File: config.mk
export PLATFORM = sky130hd
export DESIGN_NAME = iww_top
export DESIGN_NICKNAME = d
export VERILOG_FILES = /design/src/hdl/iww_top.v
export VERILOG_INCLUDE_DIRS = /design/src /design/src/hdl
export SDC_FILE = /design/constraint.sdc
export NUM_CORES = 1
export LEC_CHECK = 0
export ABC_AREA = 1
export BUFFER_PORTS_ARGS = -buffer_cell sky130_fd_sc_hd__buf_2
export CORE_ASPECT_RATIO = 1.2
export CORE_UTILIZATION = 57
export CTS_CLUSTER_DIAMETER = 50
export DETAILED_ROUTE_END_ITERATION = 8
export GPL_ROUTABILITY_DRIVEN = 0
export MAX_ROUTING_LAYER = met4
export PLACE_DENSITY = 0.83
export SYNTH_ARGS = -nofsm -noshare
export SYNTH_HDL_FRONTEND = slang
export SYNTH_SLANG_ARGS = --single-unit
File: constraint.sdc
create_clock -name clock -period 1.8 [get_ports clock]
set_input_delay 0.09 -clock clock [delete_from_list [all_inputs] [get_ports clock]]
set_output_delay 0.09 -clock clock [all_outputs]
set_load 0.01 [all_outputs]
File: src/hdl/iww_consts.vh
// Constants for the independent window watchdog
// What this block does
// RQ1: Eight-stage prescaler feeds a twelve-bit down counter, stepped by oscillator ticks.
// RQ2: Start code in command register enables the watchdog; counter then decrements.
// RQ3: Running counter at zero raises the system reset.
// RQ4: Reload code loads the counter from the reload value at any time.
// RQ5: Reload while counter exceeds window limit raises system reset instead.
// RQ6: Window limit resets to 0xfff, so the window check is off.
// RQ7: A window limit change reloads the counter and restarts the prescaler.
// RQ8: Hardware option bit set starts the watchdog at power-on without software.
// RQ9: Divider, reload and window registers ignore writes until unlock code is written.
// RQ10: Any other command value restores write protection of those registers.
// RQ11: Status bit 0 reads one while a divider write is being transferred.
// RQ12: Status bit 1 reads one while a reload value write is pending.
// RQ13: Status bit 2 reads one while a window limit write is pending.
// RQ14: Divider codes 0 to 5 divide by 4 to 128; codes 6, 7 by 256.
// RQ15: Counting continues in debug halt unless the freeze input is high.
// RQ16: Logic keeps working from the oscillator when the main clock fails; here all logic runs on the bus clock and only samples the oscillator.
// RQ17: Software waits for divider pending clear before another divider write.
// RQ18: Software waits for reload pending clear before another reload value write.
// RQ19: Software waits over three oscillator periods after reload before deep sleep.
// RQ20: Command, reload and status registers accept half-word and word accesses.
// RQ21: Window register holds a write-protected twelve-bit limit at offset 0x10.
// RQ22: Pending bits clear by themselves once the value reaches the oscillator side.
`ifndef IWW_CONSTS_VH
`define IWW_CONSTS_VH

`define IWW_OFS_COMMAND  8'h00
`define IWW_OFS_DIVIDER  8'h04
`define IWW_OFS_RELOAD   8'h08
`define IWW_OFS_STATUS   8'h0c
`define IWW_OFS_WINDOW   8'h10

`define IWW_CMD_UNLOCK   16'h5555
`define IWW_CMD_START    16'hcccc
`define IWW_CMD_RELOAD   16'haaaa

`define IWW_RST_DIVIDER  3'h0
`define IWW_RST_RELOAD   12'hfff
`define IWW_RST_WINDOW   12'hfff
`define IWW_RST_COUNTER  12'hfff

`define IWW_BIT_DIV_PEND 0
`define IWW_BIT_RLD_PEND 1
`define IWW_BIT_WND_PEND 2

`define IWW_SYNC_TICKS   2'h2

`endif

File: src/hdl/iww_top.v
// Independent window watchdog: register slave, oscillator-side counter and reset logic
//
// Added by the designer: the strobed register port.
`timescale 1ns/1ps
`include "iww_consts.vh"

module iww_top (
  input  wire        clock,
  input  wire        nrst,
  input  wire [7:0]  addr,
  input  wire [31:0] wdata,
  input  wire        wr,
  input  wire        rd,
  output reg  [31:0] rdata,
  input  wire        low_speed_oscillator,
  input  wire        hw_watchdog_option,
  input  wire        debug_halt,
  input  wire        debug_freeze_input,
  output reg         system_reset_out,
  output reg         watchdog_running
);

  // Last prescaler count for a divider code
  function [7:0] iww_div_last;
    input [2:0] code;
    begin
      if (code >= 3'h6) begin
        iww_div_last = 8'hff; // [RQ14]
      end else begin
        iww_div_last = (8'h04 << code) - 8'h01; // [RQ14]
      end
    end
  endfunction

  // Pending counter step: restart on a new write, count ticks, stop at the end
  function [1:0] iww_sync_step;
    input       new_write;
    input       tick;
    input [1:0] cnt;
    begin
      if (new_write) begin
        iww_sync_step = 2'h0;
      end else if (tick && cnt != `IWW_SYNC_TICKS) begin
        iww_sync_step = cnt + 2'h1;
      end else begin
        iww_sync_step = cnt;
      end
    end
  endfunction

  reg         osc_prev;
  reg         init_done;
  reg         unlocked;
  reg  [2:0]  bus_divider;
  reg  [11:0] bus_reload;
  reg  [11:0] bus_window;
  reg  [2:0]  act_divider;
  reg  [11:0] act_reload;
  reg  [11:0] act_window;
  reg  [2:0]  pending;
  reg  [1:0]  div_sync;
  reg  [1:0]  rld_sync;
  reg  [1:0]  wnd_sync;
  reg  [7:0]  prescaler;
  reg  [11:0] counter;

  wire        osc_tick;
  wire        cmd_wr;
  wire        div_wr;
  wire        rld_wr;
  wire        wnd_wr;
  wire        reload_cmd;
  wire        window_apply;
  wire        count_ok;
  wire        presc_wrap;
  wire [1:0]  next_div_sync;
  wire [1:0]  next_rld_sync;
  wire [1:0]  next_wnd_sync;

  // Oscillator is sampled as a level; its rising edge is the watchdog time base
  assign osc_tick = low_speed_oscillator & ~osc_prev; // [RQ1] [RQ16]

  // Only the low half-word is decoded, so half-word and word writes act alike
  assign cmd_wr = wr && addr == `IWW_OFS_COMMAND; // [RQ20]
  assign div_wr = wr && addr == `IWW_OFS_DIVIDER && unlocked; // [RQ9]
  assign rld_wr = wr && addr == `IWW_OFS_RELOAD && unlocked; // [RQ9]
  assign wnd_wr = wr && addr == `IWW_OFS_WINDOW && unlocked; // [RQ9] [RQ21]

  assign reload_cmd = cmd_wr && wdata[15:0] == `IWW_CMD_RELOAD; // [RQ4]

  assign next_div_sync = iww_sync_step(div_wr, osc_tick, div_sync); // [RQ22]
  assign next_rld_sync = iww_sync_step(rld_wr, osc_tick, rld_sync); // [RQ22]
  assign next_wnd_sync = iww_sync_step(wnd_wr, osc_tick, wnd_sync); // [RQ22]

  // Window value lands on the oscillator side in this cycle
  assign window_apply = pending[`IWW_BIT_WND_PEND] && !wnd_wr &&
                        next_wnd_sync == `IWW_SYNC_TICKS; // [RQ7]

  // Freeze only when the core is halted and the freeze input asks for it
  assign count_ok   = watchdog_running && osc_tick &&
                      !(debug_halt && debug_freeze_input); // [RQ15]
  assign presc_wrap = prescaler == iww_div_last(act_divider); // [RQ1] [RQ14]

  // Bus side: unlock state, staged values and pending flags
  always @(posedge clock) begin
    if (!nrst) begin
      osc_prev    <= 1'b0;
      unlocked    <= 1'b0;
      bus_divider <= `IWW_RST_DIVIDER;
      bus_reload  <= `IWW_RST_RELOAD;
      bus_window  <= `IWW_RST_WINDOW; // [RQ6]
      pending     <= 3'h0;
      div_sync    <= 2'h0;
      rld_sync    <= 2'h0;
      wnd_sync    <= 2'h0;
    end else begin
      osc_prev <= low_speed_oscillator;
      if (cmd_wr) begin
        unlocked <= wdata[15:0] == `IWW_CMD_UNLOCK; // [RQ9] [RQ10]
      end
      if (div_wr) begin
        bus_divider <= wdata[2:0];
      end
      if (rld_wr) begin
        bus_reload <= wdata[11:0];
      end
      if (wnd_wr) begin
        bus_window <= wdata[11:0];
      end
      div_sync <= next_div_sync;
      rld_sync <= next_rld_sync;
      wnd_sync <= next_wnd_sync;
      // A new write re-arms its flag even in the cycle the old one completes
      if (div_wr) begin
        pending[`IWW_BIT_DIV_PEND] <= 1'b1; // [RQ11]
      end else if (next_div_sync == `IWW_SYNC_TICKS) begin
        pending[`IWW_BIT_DIV_PEND] <= 1'b0; // [RQ22]
      end
      if (rld_wr) begin
        pending[`IWW_BIT_RLD_PEND] <= 1'b1; // [RQ12]
      end else if (next_rld_sync == `IWW_SYNC_TICKS) begin
        pending[`IWW_BIT_RLD_PEND] <= 1'b0; // [RQ22]
      end
      if (wnd_wr) begin
        pending[`IWW_BIT_WND_PEND] <= 1'b1; // [RQ13]
      end else if (next_wnd_sync == `IWW_SYNC_TICKS) begin
        pending[`IWW_BIT_WND_PEND] <= 1'b0; // [RQ22]
      end
    end
  end

  // Values in use by the counter follow the staged ones after the transfer
  always @(posedge clock) begin
    if (!nrst) begin
      act_divider <= `IWW_RST_DIVIDER;
      act_reload  <= `IWW_RST_RELOAD;
      act_window  <= `IWW_RST_WINDOW; // [RQ6]
    end else begin
      if (pending[`IWW_BIT_DIV_PEND] && !div_wr && next_div_sync == `IWW_SYNC_TICKS) begin
        act_divider <= bus_divider; // [RQ22]
      end
      if (pending[`IWW_BIT_RLD_PEND] && !rld_wr && next_rld_sync == `IWW_SYNC_TICKS) begin
        act_reload <= bus_reload; // [RQ22]
      end
      if (window_apply) begin
        act_window <= bus_window; // [RQ21] [RQ22]
      end
    end
  end

  // Start: by software code, or by the option bit caught just after reset release
  always @(posedge clock) begin
    if (!nrst) begin
      init_done        <= 1'b0;
      watchdog_running <= 1'b0;
    end else begin
      init_done <= 1'b1;
      if (!init_done && hw_watchdog_option) begin
        watchdog_running <= 1'b1; // [RQ8]
      end else if (cmd_wr && wdata[15:0] == `IWW_CMD_START) begin
        watchdog_running <= 1'b1; // [RQ2]
      end
    end
  end

  // Prescaler and down counter; software reload beats window reload beats counting
  always @(posedge clock) begin
    if (!nrst) begin
      prescaler <= 8'h00;
      counter   <= `IWW_RST_COUNTER;
    end else if (reload_cmd) begin
      counter   <= act_reload; // [RQ4]
      prescaler <= 8'h00;
    end else if (window_apply) begin
      counter   <= act_reload; // [RQ7]
      prescaler <= 8'h00; // [RQ7]
    end else if (count_ok) begin
      if (presc_wrap) begin
        prescaler <= 8'h00;
        if (counter != 12'h000) begin
          counter <= counter - 12'h001; // [RQ2]
        end
      end else begin
        prescaler <= prescaler + 8'h01; // [RQ1]
      end
    end
  end

  // Reset request holds until the system reset clears the block
  always @(posedge clock) begin
    if (!nrst) begin
      system_reset_out <= 1'b0;
    end else if (watchdog_running && counter == 12'h000) begin
      system_reset_out <= 1'b1; // [RQ3]
    end else if (watchdog_running && reload_cmd && counter > act_window) begin
      system_reset_out <= 1'b1; // [RQ5]
    end
  end

  // Read data stand only in the cycle after the read strobe
  always @(posedge clock) begin
    if (!nrst) begin
      rdata <= 32'h0000_0000;
    end else if (rd) begin
      case (addr)
        `IWW_OFS_DIVIDER: rdata <= {29'h0, bus_divider};
        `IWW_OFS_RELOAD:  rdata <= {20'h0, bus_reload};
        `IWW_OFS_STATUS:  rdata <= {29'h0, pending}; // [RQ11] [RQ12] [RQ13] [RQ20]
        `IWW_OFS_WINDOW:  rdata <= {20'h0, bus_window};
        default:          rdata <= 32'h0000_0000;
      endcase
    end else begin
      rdata <= 32'h0000_0000;
    end
  end

endmodule // iww_top

==> flow_summary.ini, run 1 <==
[outcome]
status = completed

[detailed_routing]
first_pass_iters = 5
wl_um = 12600
wl_per_cell_um = 14.5
dr.first_iter.drc_count = 334
drtAntennaViolNets = 0
vias = 4830
viasPerCell = 5.54
remaining_drc_errors = 0

[synth]
synth_top_family_by_area = simple AND/OR/NAND/NOR gates
synth_edf_count = 0
synthArstFlopShare_pct = 0
synthXorXnorAreaFrac_pct = 2.73
synth_common_cells = nand2_1 (147), dfxtp_1 (100), nand3_1 (89)
synthCells = 689
synth-main-ff-cell = dfxtp_1
synth_cell_types = 41
avgSynthCellArea_um2 = 7.44
syn_area_um2 = 5130
synth_fa_ha_area_share_pct = 4.39
synth_top_area_share_pct = 39.0
synthMuxAreaShare_pct = 0
yosys_warnings = 0
yosys.area_share.simple_pct = 31.9
ys_ff_latch = 100
yosysSeqAreaShare_pct = 39.0
yosysMostFrequentCell = nand2_1
synth-compound-area-share_pct = 10.5
synthTopCellsByArea = dfxtp_1 (39%), nand2_1 (11%), nand3_1 (8.7%), a21oi_1 (4.8%), inv_1 (4.7%)
yosys.area.top_type = dfxtp_1

[setup_path]
startpoint_type = flip-flop
worstPathArrival_ns = 2.00
crit_path_end_kind = flip-flop
r2r_cells = 11
worstPathMaxFanout = 8
path_class = flip-flop to flip-flop
reg2reg_slack_ns = 0.07
cp.required_ns = 2.06

[placement]
port_buffers = 45
place_inst = 843
post-dp-hpwl_um = 8900

[clock_tree]
clock_path_buffers = 2
root_buffer = clkbuf_8
cts_sinks = 100
cts_buffers = 9
cts_tree = built
clkTransAtPathRegs_ns = 0.10
clock_latency_ns = 0.38
ctsHtreeMaxLevel = 3

[sta]
max_freq_mhz = 577
grt_setup_unrepaired = true
finalCriticalPeriod_ns = 1.73
setup_viol = 0
max-slew-margin-rel_pct = 65.7
max_slew.worst_pin.slew_ns = 0.514
hold_ws_ns = 0.0218
clock_skew_ns = 0.0123
fin_crit_sh_pct = 96.2
slew_violations = 0
hold_viol = 0

[floorplanning]
die_w_um = 88.6
dieArea_um2 = 9380
core_area_um2 = 8660
die_y_um = 106
start_util_pct = 59.2
rows = 37
boundaryPins = 82

[layout]
num_antenna_cells = 0
fillCellCount = 674
synthToLayoutAreaGrowth_pct = 15.1
drive_above_1_share_pct = 19.6
nets = 816
finalNonFillerCells = 872

[power]
p_leak_nw = 2.85
power.density_nw_per_um2 = 703
power.total_mw = 4.15
ir_drop_v = 0.000492

[global_route]
grt_max_degree = 48
grt_pass1_wl_um = 19900
antenna_found_initial = 0
first_global_vias = 4460
grt_use_total_pct = 27.9
overflow = 0

[worst_hold_path]
whs_path_depth = 3
hold_path_class = input pin to flip-flop

[job]
max-cap-violations = 0
[what timing repair did]
action,CTS,global route
pin swaps,0,6
cloned,0,3
gates resized for setup,1,28
hold buffers,6,0
hold endpoints to repair,9,0
endpoints found under the setup margin,6,46
setup buffers,0,4
[layout make-up]
class | count | area [µm²] | area share (%)
clock buffers | 11 | 151 | 2.57
repair buffers | 73 | 504 | 8.55
flip-flops and latches | 100 | 2010 | 34.1
inverters | 77 | 302 | 5.11
repair inverters | 1 | 8.76 | 0.148
clock inverters | 5 | 63.8 | 1.08
well taps | 117 | 146 | 2.48
multi-input cells | 488 | 2720 | 46.0
[metrics by stage]
stage	cell area (µm²)	setup TNS, ns	setup slack [ns]	utilization, %
6_report	5900	0	0.0680	68.2
3_5_place_dp	5430	0	0.0170	62.7
5_1_grt	5900	-0.156	-0.0433	68.2
4_1_cts	5710	0	0.00383	65.9
2_1_floorplan	5200	0	0.160	-
3_3_place_gp	5430	0	0.0843	62.7
[report_power, final]
part	switching, mW	internal, mW
clock	0.815	0.734
combinational	0.232	0.122
sequential	0.0132	2.23
total	1.06	3.09
[critical path, cell delays in order (launching register included)]
cell	delay, ns
dfxtp_2	0.35
inv_2	0.05
ha_4	0.15
inv_2	0.06
nand3_2	0.09
nand2_2	0.09
nand2_2	0.07
nand4_4	0.17
nand2_8	0.12
buf_8	0.15
a21oi_1	0.18
nand3_1	0.12
[registers in the layout, indices dropped and copies added, names as in the netlist]
name,cells
act_reload,12
act_window,12
bus_reload,12
bus_window,12
counter,12
rdata,12
prescaler,8
act_divider,3
bus_divider,3
pending,3
div_sync,2
rld_sync,2
wnd_sync,2
init_done,1
osc_prev,1
system_reset_out,1
unlocked,1
watchdog_running,1
[cell families (layout without fill, tap and decap cells)]
group	count (synthesis)	after routing
AOI/OAI and AO/OA	97	97
xor gates and xnor gates	16	16
adders and majority gates	18	18
buffers and inverters	121	167
DFF	100	100
other	1	20
and+or+nand+nor	336	337
[routing by layer]
| metal | part of all wire, % | up-vias | track usage (%) |
|---|---|---|---|
| met5 | 0 | - | - |
| met4 | 3.1 | 0 | 13.9 |
| met3 | 5.7 | 34 | 3.88 |
| met2 | 51 | 194 | 46.3 |
| met1 | 40 | 2246 | 32.7 |
| li1 | - | 2356 | - |
[placed cells by master, fill, tap and decap left out, types with 11 or more instances in the layout]
cell,instances
clkbuf_8,11
nand4_1,16
buf_2,45
inv_1,62
buf_4,17
o21ai_0,18
conb_1,20
dfxtp_1,96
o211ai_1,17
nor2_1,36
a21oi_1,45
inv_2,13
ha_1,17
nand2_1,143
nand3_1,88
[worst paths after layout]
kind,from,to
setup / recovery,wnd_sync[0]$_SDFF_PN0_,counter[8]$_SDFFE_PN1P_
hold / removal,hw_watchdog_option,watchdog_running$_SDFFE_PN0P_
setup reg to reg,wnd_sync[0]$_SDFF_PN0_,counter[8]$_SDFFE_PN1P_
hold reg to reg,act_window[5]$_SDFFE_PN1P_,act_window[5]$_SDFFE_PN1P_
Note: power is estimated with default switching activity, not from simulation.
==> run 2: changes to the inputs <==
==> constraint.sdc (replaced) <==
create_clock -name clock -period 1.7 [get_ports clock]
set_input_delay 0.085 -clock clock [delete_from_list [all_inputs] [get_ports clock]]
set_output_delay 0.085 -clock clock [all_outputs]
set_load 0.01 [all_outputs]
==> run 2 against run 1 <==
The flow now finishes with violations (design-rule violations, negative setup slack); cell area grew 4.6%; utilization grew 3.1 points; fmax grew 1.7%; clock power is essentially flat; critical path type unchanged.
==> flow_summary.ini, run 2 (synthesis results as in run 1) <==
[setup_path]
crit_path_end_kind = flip-flop
cpMostUsedCell = nand2_2
r2r_cells = 9
critPathTopFamily = simple AND/OR/NAND/NOR gates
startpoint_type = flip-flop
critPathSlowestCell = dfxtp_2
path_buf_inv = 1
cp.required_ns = 1.97
path_depth = 9
path_class = flip-flop to flip-flop
worstPathMaxFanout = 6
reg2reg_slack_ns = -0.002
max_stage_delay_ns = 0.35
worstPathArrival_ns = 1.97
crit_chain = inv_2 -> ha_4 -> or2_4 -> xor2_4 -> nand2_2 -> nor2_4 -> nand2_2 -> nand2_1 -> nand3_1

[power]
switchingPower_mw = 1.18
power.density_nw_per_um2 = 703
p_comb_share_pct = 10.3
p_clk_share_pct = 35.0
switching_share_pct = 27.1
p_leak_nw = 2.95
power_frac_seq_pct = 54.7
power.total_mw = 4.34
p_int_mw = 3.16
ir_drop_v = 0.000537

[clock_tree]
cts_buffers = 9
clkTransAtPathRegs_ns = 0.10
clock_latency_ns = 0.39
clock_path_buffers = 2
cts_tree = built
cts_sinks = 100
root_buffer = clkbuf_8
ctsHtreeMaxLevel = 3

[worst_hold_path]
whs_path_depth = 3
hold_path_class = input pin to flip-flop

[placement]
place_inst = 854
post-dp-hpwl_um = 9010
pre_cts_slack_ns = -0.0892
port_buffers = 45

[global_route]
overflow = 0
use_met1_pct = 32.5
grt_use_total_pct = 28.8
met3_usage_pct = 3.80
first_global_vias = 4617
antenna_found_initial = 0
grt-busiest-layer = met2
grt_pass1_wl_um = 20500
grt_max_degree = 41
use_met2_pct = 48.7

[layout]
fillCellCount = 618
nets = 833
layout_common_cells = nand2_1 (137), dfxtp_1 (93), nand3_1 (83), inv_1 (60), buf_2 (45)
mostFrequentLayoutCell = nand2_1
utilization_pct = 71.3
num_antenna_cells = 0
finalNonFillerCells = 889
synthToLayoutAreaGrowth_pct = 20.3
drive_above_1_share_pct = 25.3

[detailed_routing]
wl_per_cell_um = 15.6
dr.first_iter.drc_count = 388
remaining_drc_errors = 1
drtAntennaViolNets = 0
wl_um = 13900
viasPerCell = 5.70
first_pass_iters = 7
vias = 5071

[floorplanning]
die_w_um = 88.6
boundaryPins = 82
rows = 37
start_util_pct = 59.2
core_area_um2 = 8660
dieArea_um2 = 9380
die_y_um = 106

[sta]
clock_skew_ns = 0.00929
fin_ws_ns = -0.00232
setup_viol = 2
grt_setup_unrepaired = true
hold_ws_ns = 0.00209
finalCriticalPeriod_ns = 1.70
slew_violations = 0
max_freq_mhz = 587
fin_crit_sh_pct = 100
hold_viol = 0

[outcome]
status = finished, violations left
violations = design-rule violations, negative setup slack

[job]
max-cap-violations = 0
==> run 2: cell count changes in the layout (fill, tap and decap cells not counted), sizes merged <==
cell	previous run	this run
bufinv	1	0
dlygate4sd3	6	5
buf	66	84
clkbuf	12	13
==> run 2: repair_timing <==
action / 4_1_cts / 5_1_grt
endpoints found under the setup margin: 35 / 49
endpoints found under the hold margin: 9 / 0
resized for setup: 11 / 68
hold buffers: 5 / 0
gates cloned: 0 / 5
pin swaps: 4 / 24
buffers inserted: 4 / 5
==> run 2: per-stage QoR <==
step	setup TNS (ns)	instance area, µm²
3_3_place_gp	-0.123	5520
2_1_floorplan	0	5200
3_5_place_dp	-1.99	5520
4_1_cts	0	5840
5_1_grt	-0.951	6170
6_report	-0.00419	6170
==> run 2: worst paths after layout <==
path,startpoint,to
min reg2reg,act_reload[5]$_SDFFE_PN1P_,act_reload[5]$_SDFFE_PN1P_
max,rld_sync[0]$_SDFF_PN0_,act_reload[1]$_SDFFE_PN1P_
max reg2reg,rld_sync[0]$_SDFF_PN0_,act_reload[1]$_SDFFE_PN1P_
min,hw_watchdog_option,watchdog_running$_SDFFE_PN0P_
==> run 2: layout make-up <==
class                      instances  area [µm²]  area share, %
inverter                          77         307           4.97
multi-input combinational        488        2840           46.0
clock buffer                      11         151           2.45
clock inverter                     5        42.5          0.689
sequential                       100        2020           32.7
timing repair buffer              91         673           10.9
tap                              117         146           2.37
==> run 2: power groups by stage <==
| stage | Sequential, mW | Combinational (mW) | Clock, mW |
|---|---|---|---|
| finish | 2.38 | 0.447 | 1.52 |
| global route | 2.38 | 0.487 | 1.61 |
| CTS | 2.37 | 0.374 | 1.50 |
| detailed placement | 2.43 | 0.343 | 0 |
| global placement | 2.43 | 0.329 | 0 |
| floorplan | 2.43 | 0.248 | 0 |
==> run 2: metal layers <==
| metal | vias up | wire length (µm) |
|---|---|---|
| li1 | 2388 | - |
| met1 | 2371 | 5180 |
| met2 | 261 | 7280 |
| met3 | 51 | 844 |
| met4 | 0 | 567 |
| met5 | - | 0 |
==> run 2: worst min-delay path, stage by stage <==
cell	delay, ns
buf_2	0.08
a21oi_1	0.06
a21oi_1	0.13
==> run 3: changes to the inputs <==
--- a/config.mk
+++ b/config.mk
@@ -14,7 +14,7 @@
 export DETAILED_ROUTE_END_ITERATION = 8
 export GPL_ROUTABILITY_DRIVEN = 0
 export MAX_ROUTING_LAYER = met4
-export PLACE_DENSITY = 0.83
+export PLACE_DENSITY = 0.8
 export SYNTH_ARGS = -nofsm -noshare
 export SYNTH_HDL_FRONTEND = slang
 export SYNTH_SLANG_ARGS = --single-unit
==> run 3 against run 2 <==
The run ends with negative setup slack left; combinational power hardly changed; worst setup slack worse by 0.0023 ns; critical path type unchanged; clock-buffer cell count is 2 lower; fmax is 0.13% lower; die area stayed put; clock skew is 0.0025 ns higher; critical path depth stayed put; largest power group unchanged; utilization is 1.4 points higher; wire length is 0.50% lower; clock power is 3% higher.
==> flow_summary.ini, run 3 (synthesis results as in run 1) <==
[sta]
fin_ws_ns = -0.00458
max_freq_mhz = 587
slew_violations = 0
clock_skew_ns = 0.0118
hold_viol = 0
finalCriticalPeriod_ns = 1.70
setup_viol = 1
fin_crit_sh_pct = 100
hold_ws_ns = 0.0247
grt_setup_unrepaired = true

[clock_tree]
cts_sinks = 100
cts_tree = built
cts_buffers = 9
clkTransAtPathRegs_ns = 0.11
root_buffer = clkbuf_8
ctsHtreeMaxLevel = 3
clock_path_buffers = 2
clock_latency_ns = 0.39

[setup_path]
cp.required_ns = 1.98
startpoint_type = flip-flop
critPathSlowestCell = dfxtp_2
reg2reg_slack_ns = -0.005
r2r_cells = 9
crit_path_end_kind = flip-flop
crit_chain = inv_1 -> ha_1 -> or2_4 -> nand2_1 -> o21ai_0 -> nor2_1 -> nand3_1 -> o21ai_0 -> nor2_1
regToRegEndpoint = act_divider[0]$_SDFFE_PN0P_
worstPathMaxFanout = 3
max_stage_delay_ns = 0.37
worstPathArrival_ns = 1.98
critPathLaunch = div_sync[0]$_SDFF_PN0_
critPathTopFamily = simple AND/OR/NAND/NOR gates
timing.rr.start = div_sync[0]$_SDFF_PN0_
path_class = flip-flop to flip-flop
path_buf_inv = 1

[detailed_routing]
wl_met2_um = 6930
remaining_drc_errors = 0
drtAntennaViolNets = 0
wl_met1_um = 5530
first_pass_iters = 6
met3WireLength_um = 694
wl_per_cell_um = 15.5
vias = 5007
viasPerCell = 5.61
dr.first_iter.drc_count = 358
wl_um = 13800
routed.top_layer = met4

[outcome]
status = finished, violations left
violations = negative setup slack

[floorplanning]
rows = 37
dieArea_um2 = 9380
die_y_um = 106
die_w_um = 88.6
boundaryPins = 82
start_util_pct = 59.2
core_area_um2 = 8660

[layout]
drive_above_1_share_pct = 27.2
finalNonFillerCells = 893
layout_common_cells = nand2_1 (130), dfxtp_1 (94), nand3_1 (78), inv_1 (59), buf_2 (46)
multi_input_area_um2 = 2920
mostFrequentLayoutCell = nand2_1
nets = 837
synthToLayoutAreaGrowth_pct = 22.8
regArea_um2 = 2010
fillCellCount = 623
num_antenna_cells = 0

[power]
p_clk_share_pct = 35.6
p_int_mw = 3.12
switchingPower_mw = 1.27
p_leak_nw = 3.00
power.density_nw_per_um2 = 697
switching_share_pct = 29.0
power.total_mw = 4.39
ir_drop_v = 0.000563
p_comb_share_pct = 10.2
power_frac_seq_pct = 54.1

[global_route]
grt_use_total_pct = 28.1
overflow = 0
grt_pass1_wl_um = 20000
antenna_found_initial = 0
grt_max_degree = 31
first_global_vias = 4344

[job]
max-cap-violations = 0

[placement]
post-dp-hpwl_um = 8900
port_buffers = 45
place_inst = 860

[worst_hold_path]
hp-start = hw_watchdog_option
hold_path_class = input pin to flip-flop
whs_endpoint = watchdog_running$_SDFFE_PN0P_
whs_path_depth = 3
## run 3: changes by cell type in the layout (fill, tap and decap cells not counted), sizes merged
cell,delta
dlygate4sd3,+1
clkinvlp,-1
buf,+3
clkbuf,-2
clkinv,+2
inv,+1
## run 3: final cells by class
cell class              count  area share, %
multi-input cells         488           46.3
clock buffers               9           1.97
flip-flops and latches    100           32.0
repair buffers             95           11.3
well taps                 117           2.32
clock inverters             7           1.25
inverters                  77           4.87
## run 3: power groups by stage
stage          clock network, mW  logic [mW]  registers (mW)
6_report                    1.56       0.449            2.37
5_1_grt                     1.66       0.485            2.38
4_1_cts                     1.55       0.374            2.37
3_5_place_dp                   0       0.348            2.43
3_3_place_gp                   0       0.334            2.43
2_1_floorplan                  0       0.248            2.43
## run 3: how the worst max path moves through the flow
stage	slack, ns	cells after the start	end
after floorplan	0.06	11	counter[7]$_SDFFE_PN1P_
after global placement	0.001	12	counter[3]$_SDFFE_PN1P_
after detailed placement	-0.1	12	act_window[5]$_SDFFE_PN1P_
after CTS	0.001	9	act_reload[10]$_SDFFE_PN1P_
after global routing	-0.09	9	act_divider[0]$_SDFFE_PN0P_
final	-0.005	9	act_divider[0]$_SDFFE_PN0P_
## run 3: through the flow
stage / util [%] / cell area [µm²] / TNS, ns / setup WS (ns)
after detailed placement: 64.4 / 5580 / -1.87 / -0.0951
after CTS: 68.2 / 5910 / 0 / 0.00140
after global routing: 72.7 / 6300 / -1.21 / -0.0927
final: 72.7 / 6300 / -0.00458 / -0.00458
after floorplan: - / 5200 / 0 / 0.0597
after global placement: 64.4 / 5580 / 0 / 0.00110
## run 3: layer usage
layer	track usage (%)	vias to the layer above
li1	-	2407
met1	34.1	2302
met2	45.7	227
met3	4.81	71
met4	12.1	0
met5	-	-
## run 3: worst reg2reg max path, delay by kind of cell, from the launching register on
kind                     cells  cell delay (ns)
AND/OR/NAND/NOR              5             0.70
buffers and inverters        1             0.05
flip-flops                   1             0.37
adder cells (fa/ha/maj)      1             0.21
AO/OA/AOI/OAI                2             0.27
## run 3: what timing repair did
action                     CTS  global route
cloned                       0             5
buffers inserted             2             4
hold buffers                 6             0
setup endpoints to repair   43            50
gates resized for setup     13            82
hold endpoints to repair    10             0
pin swaps                    4            29
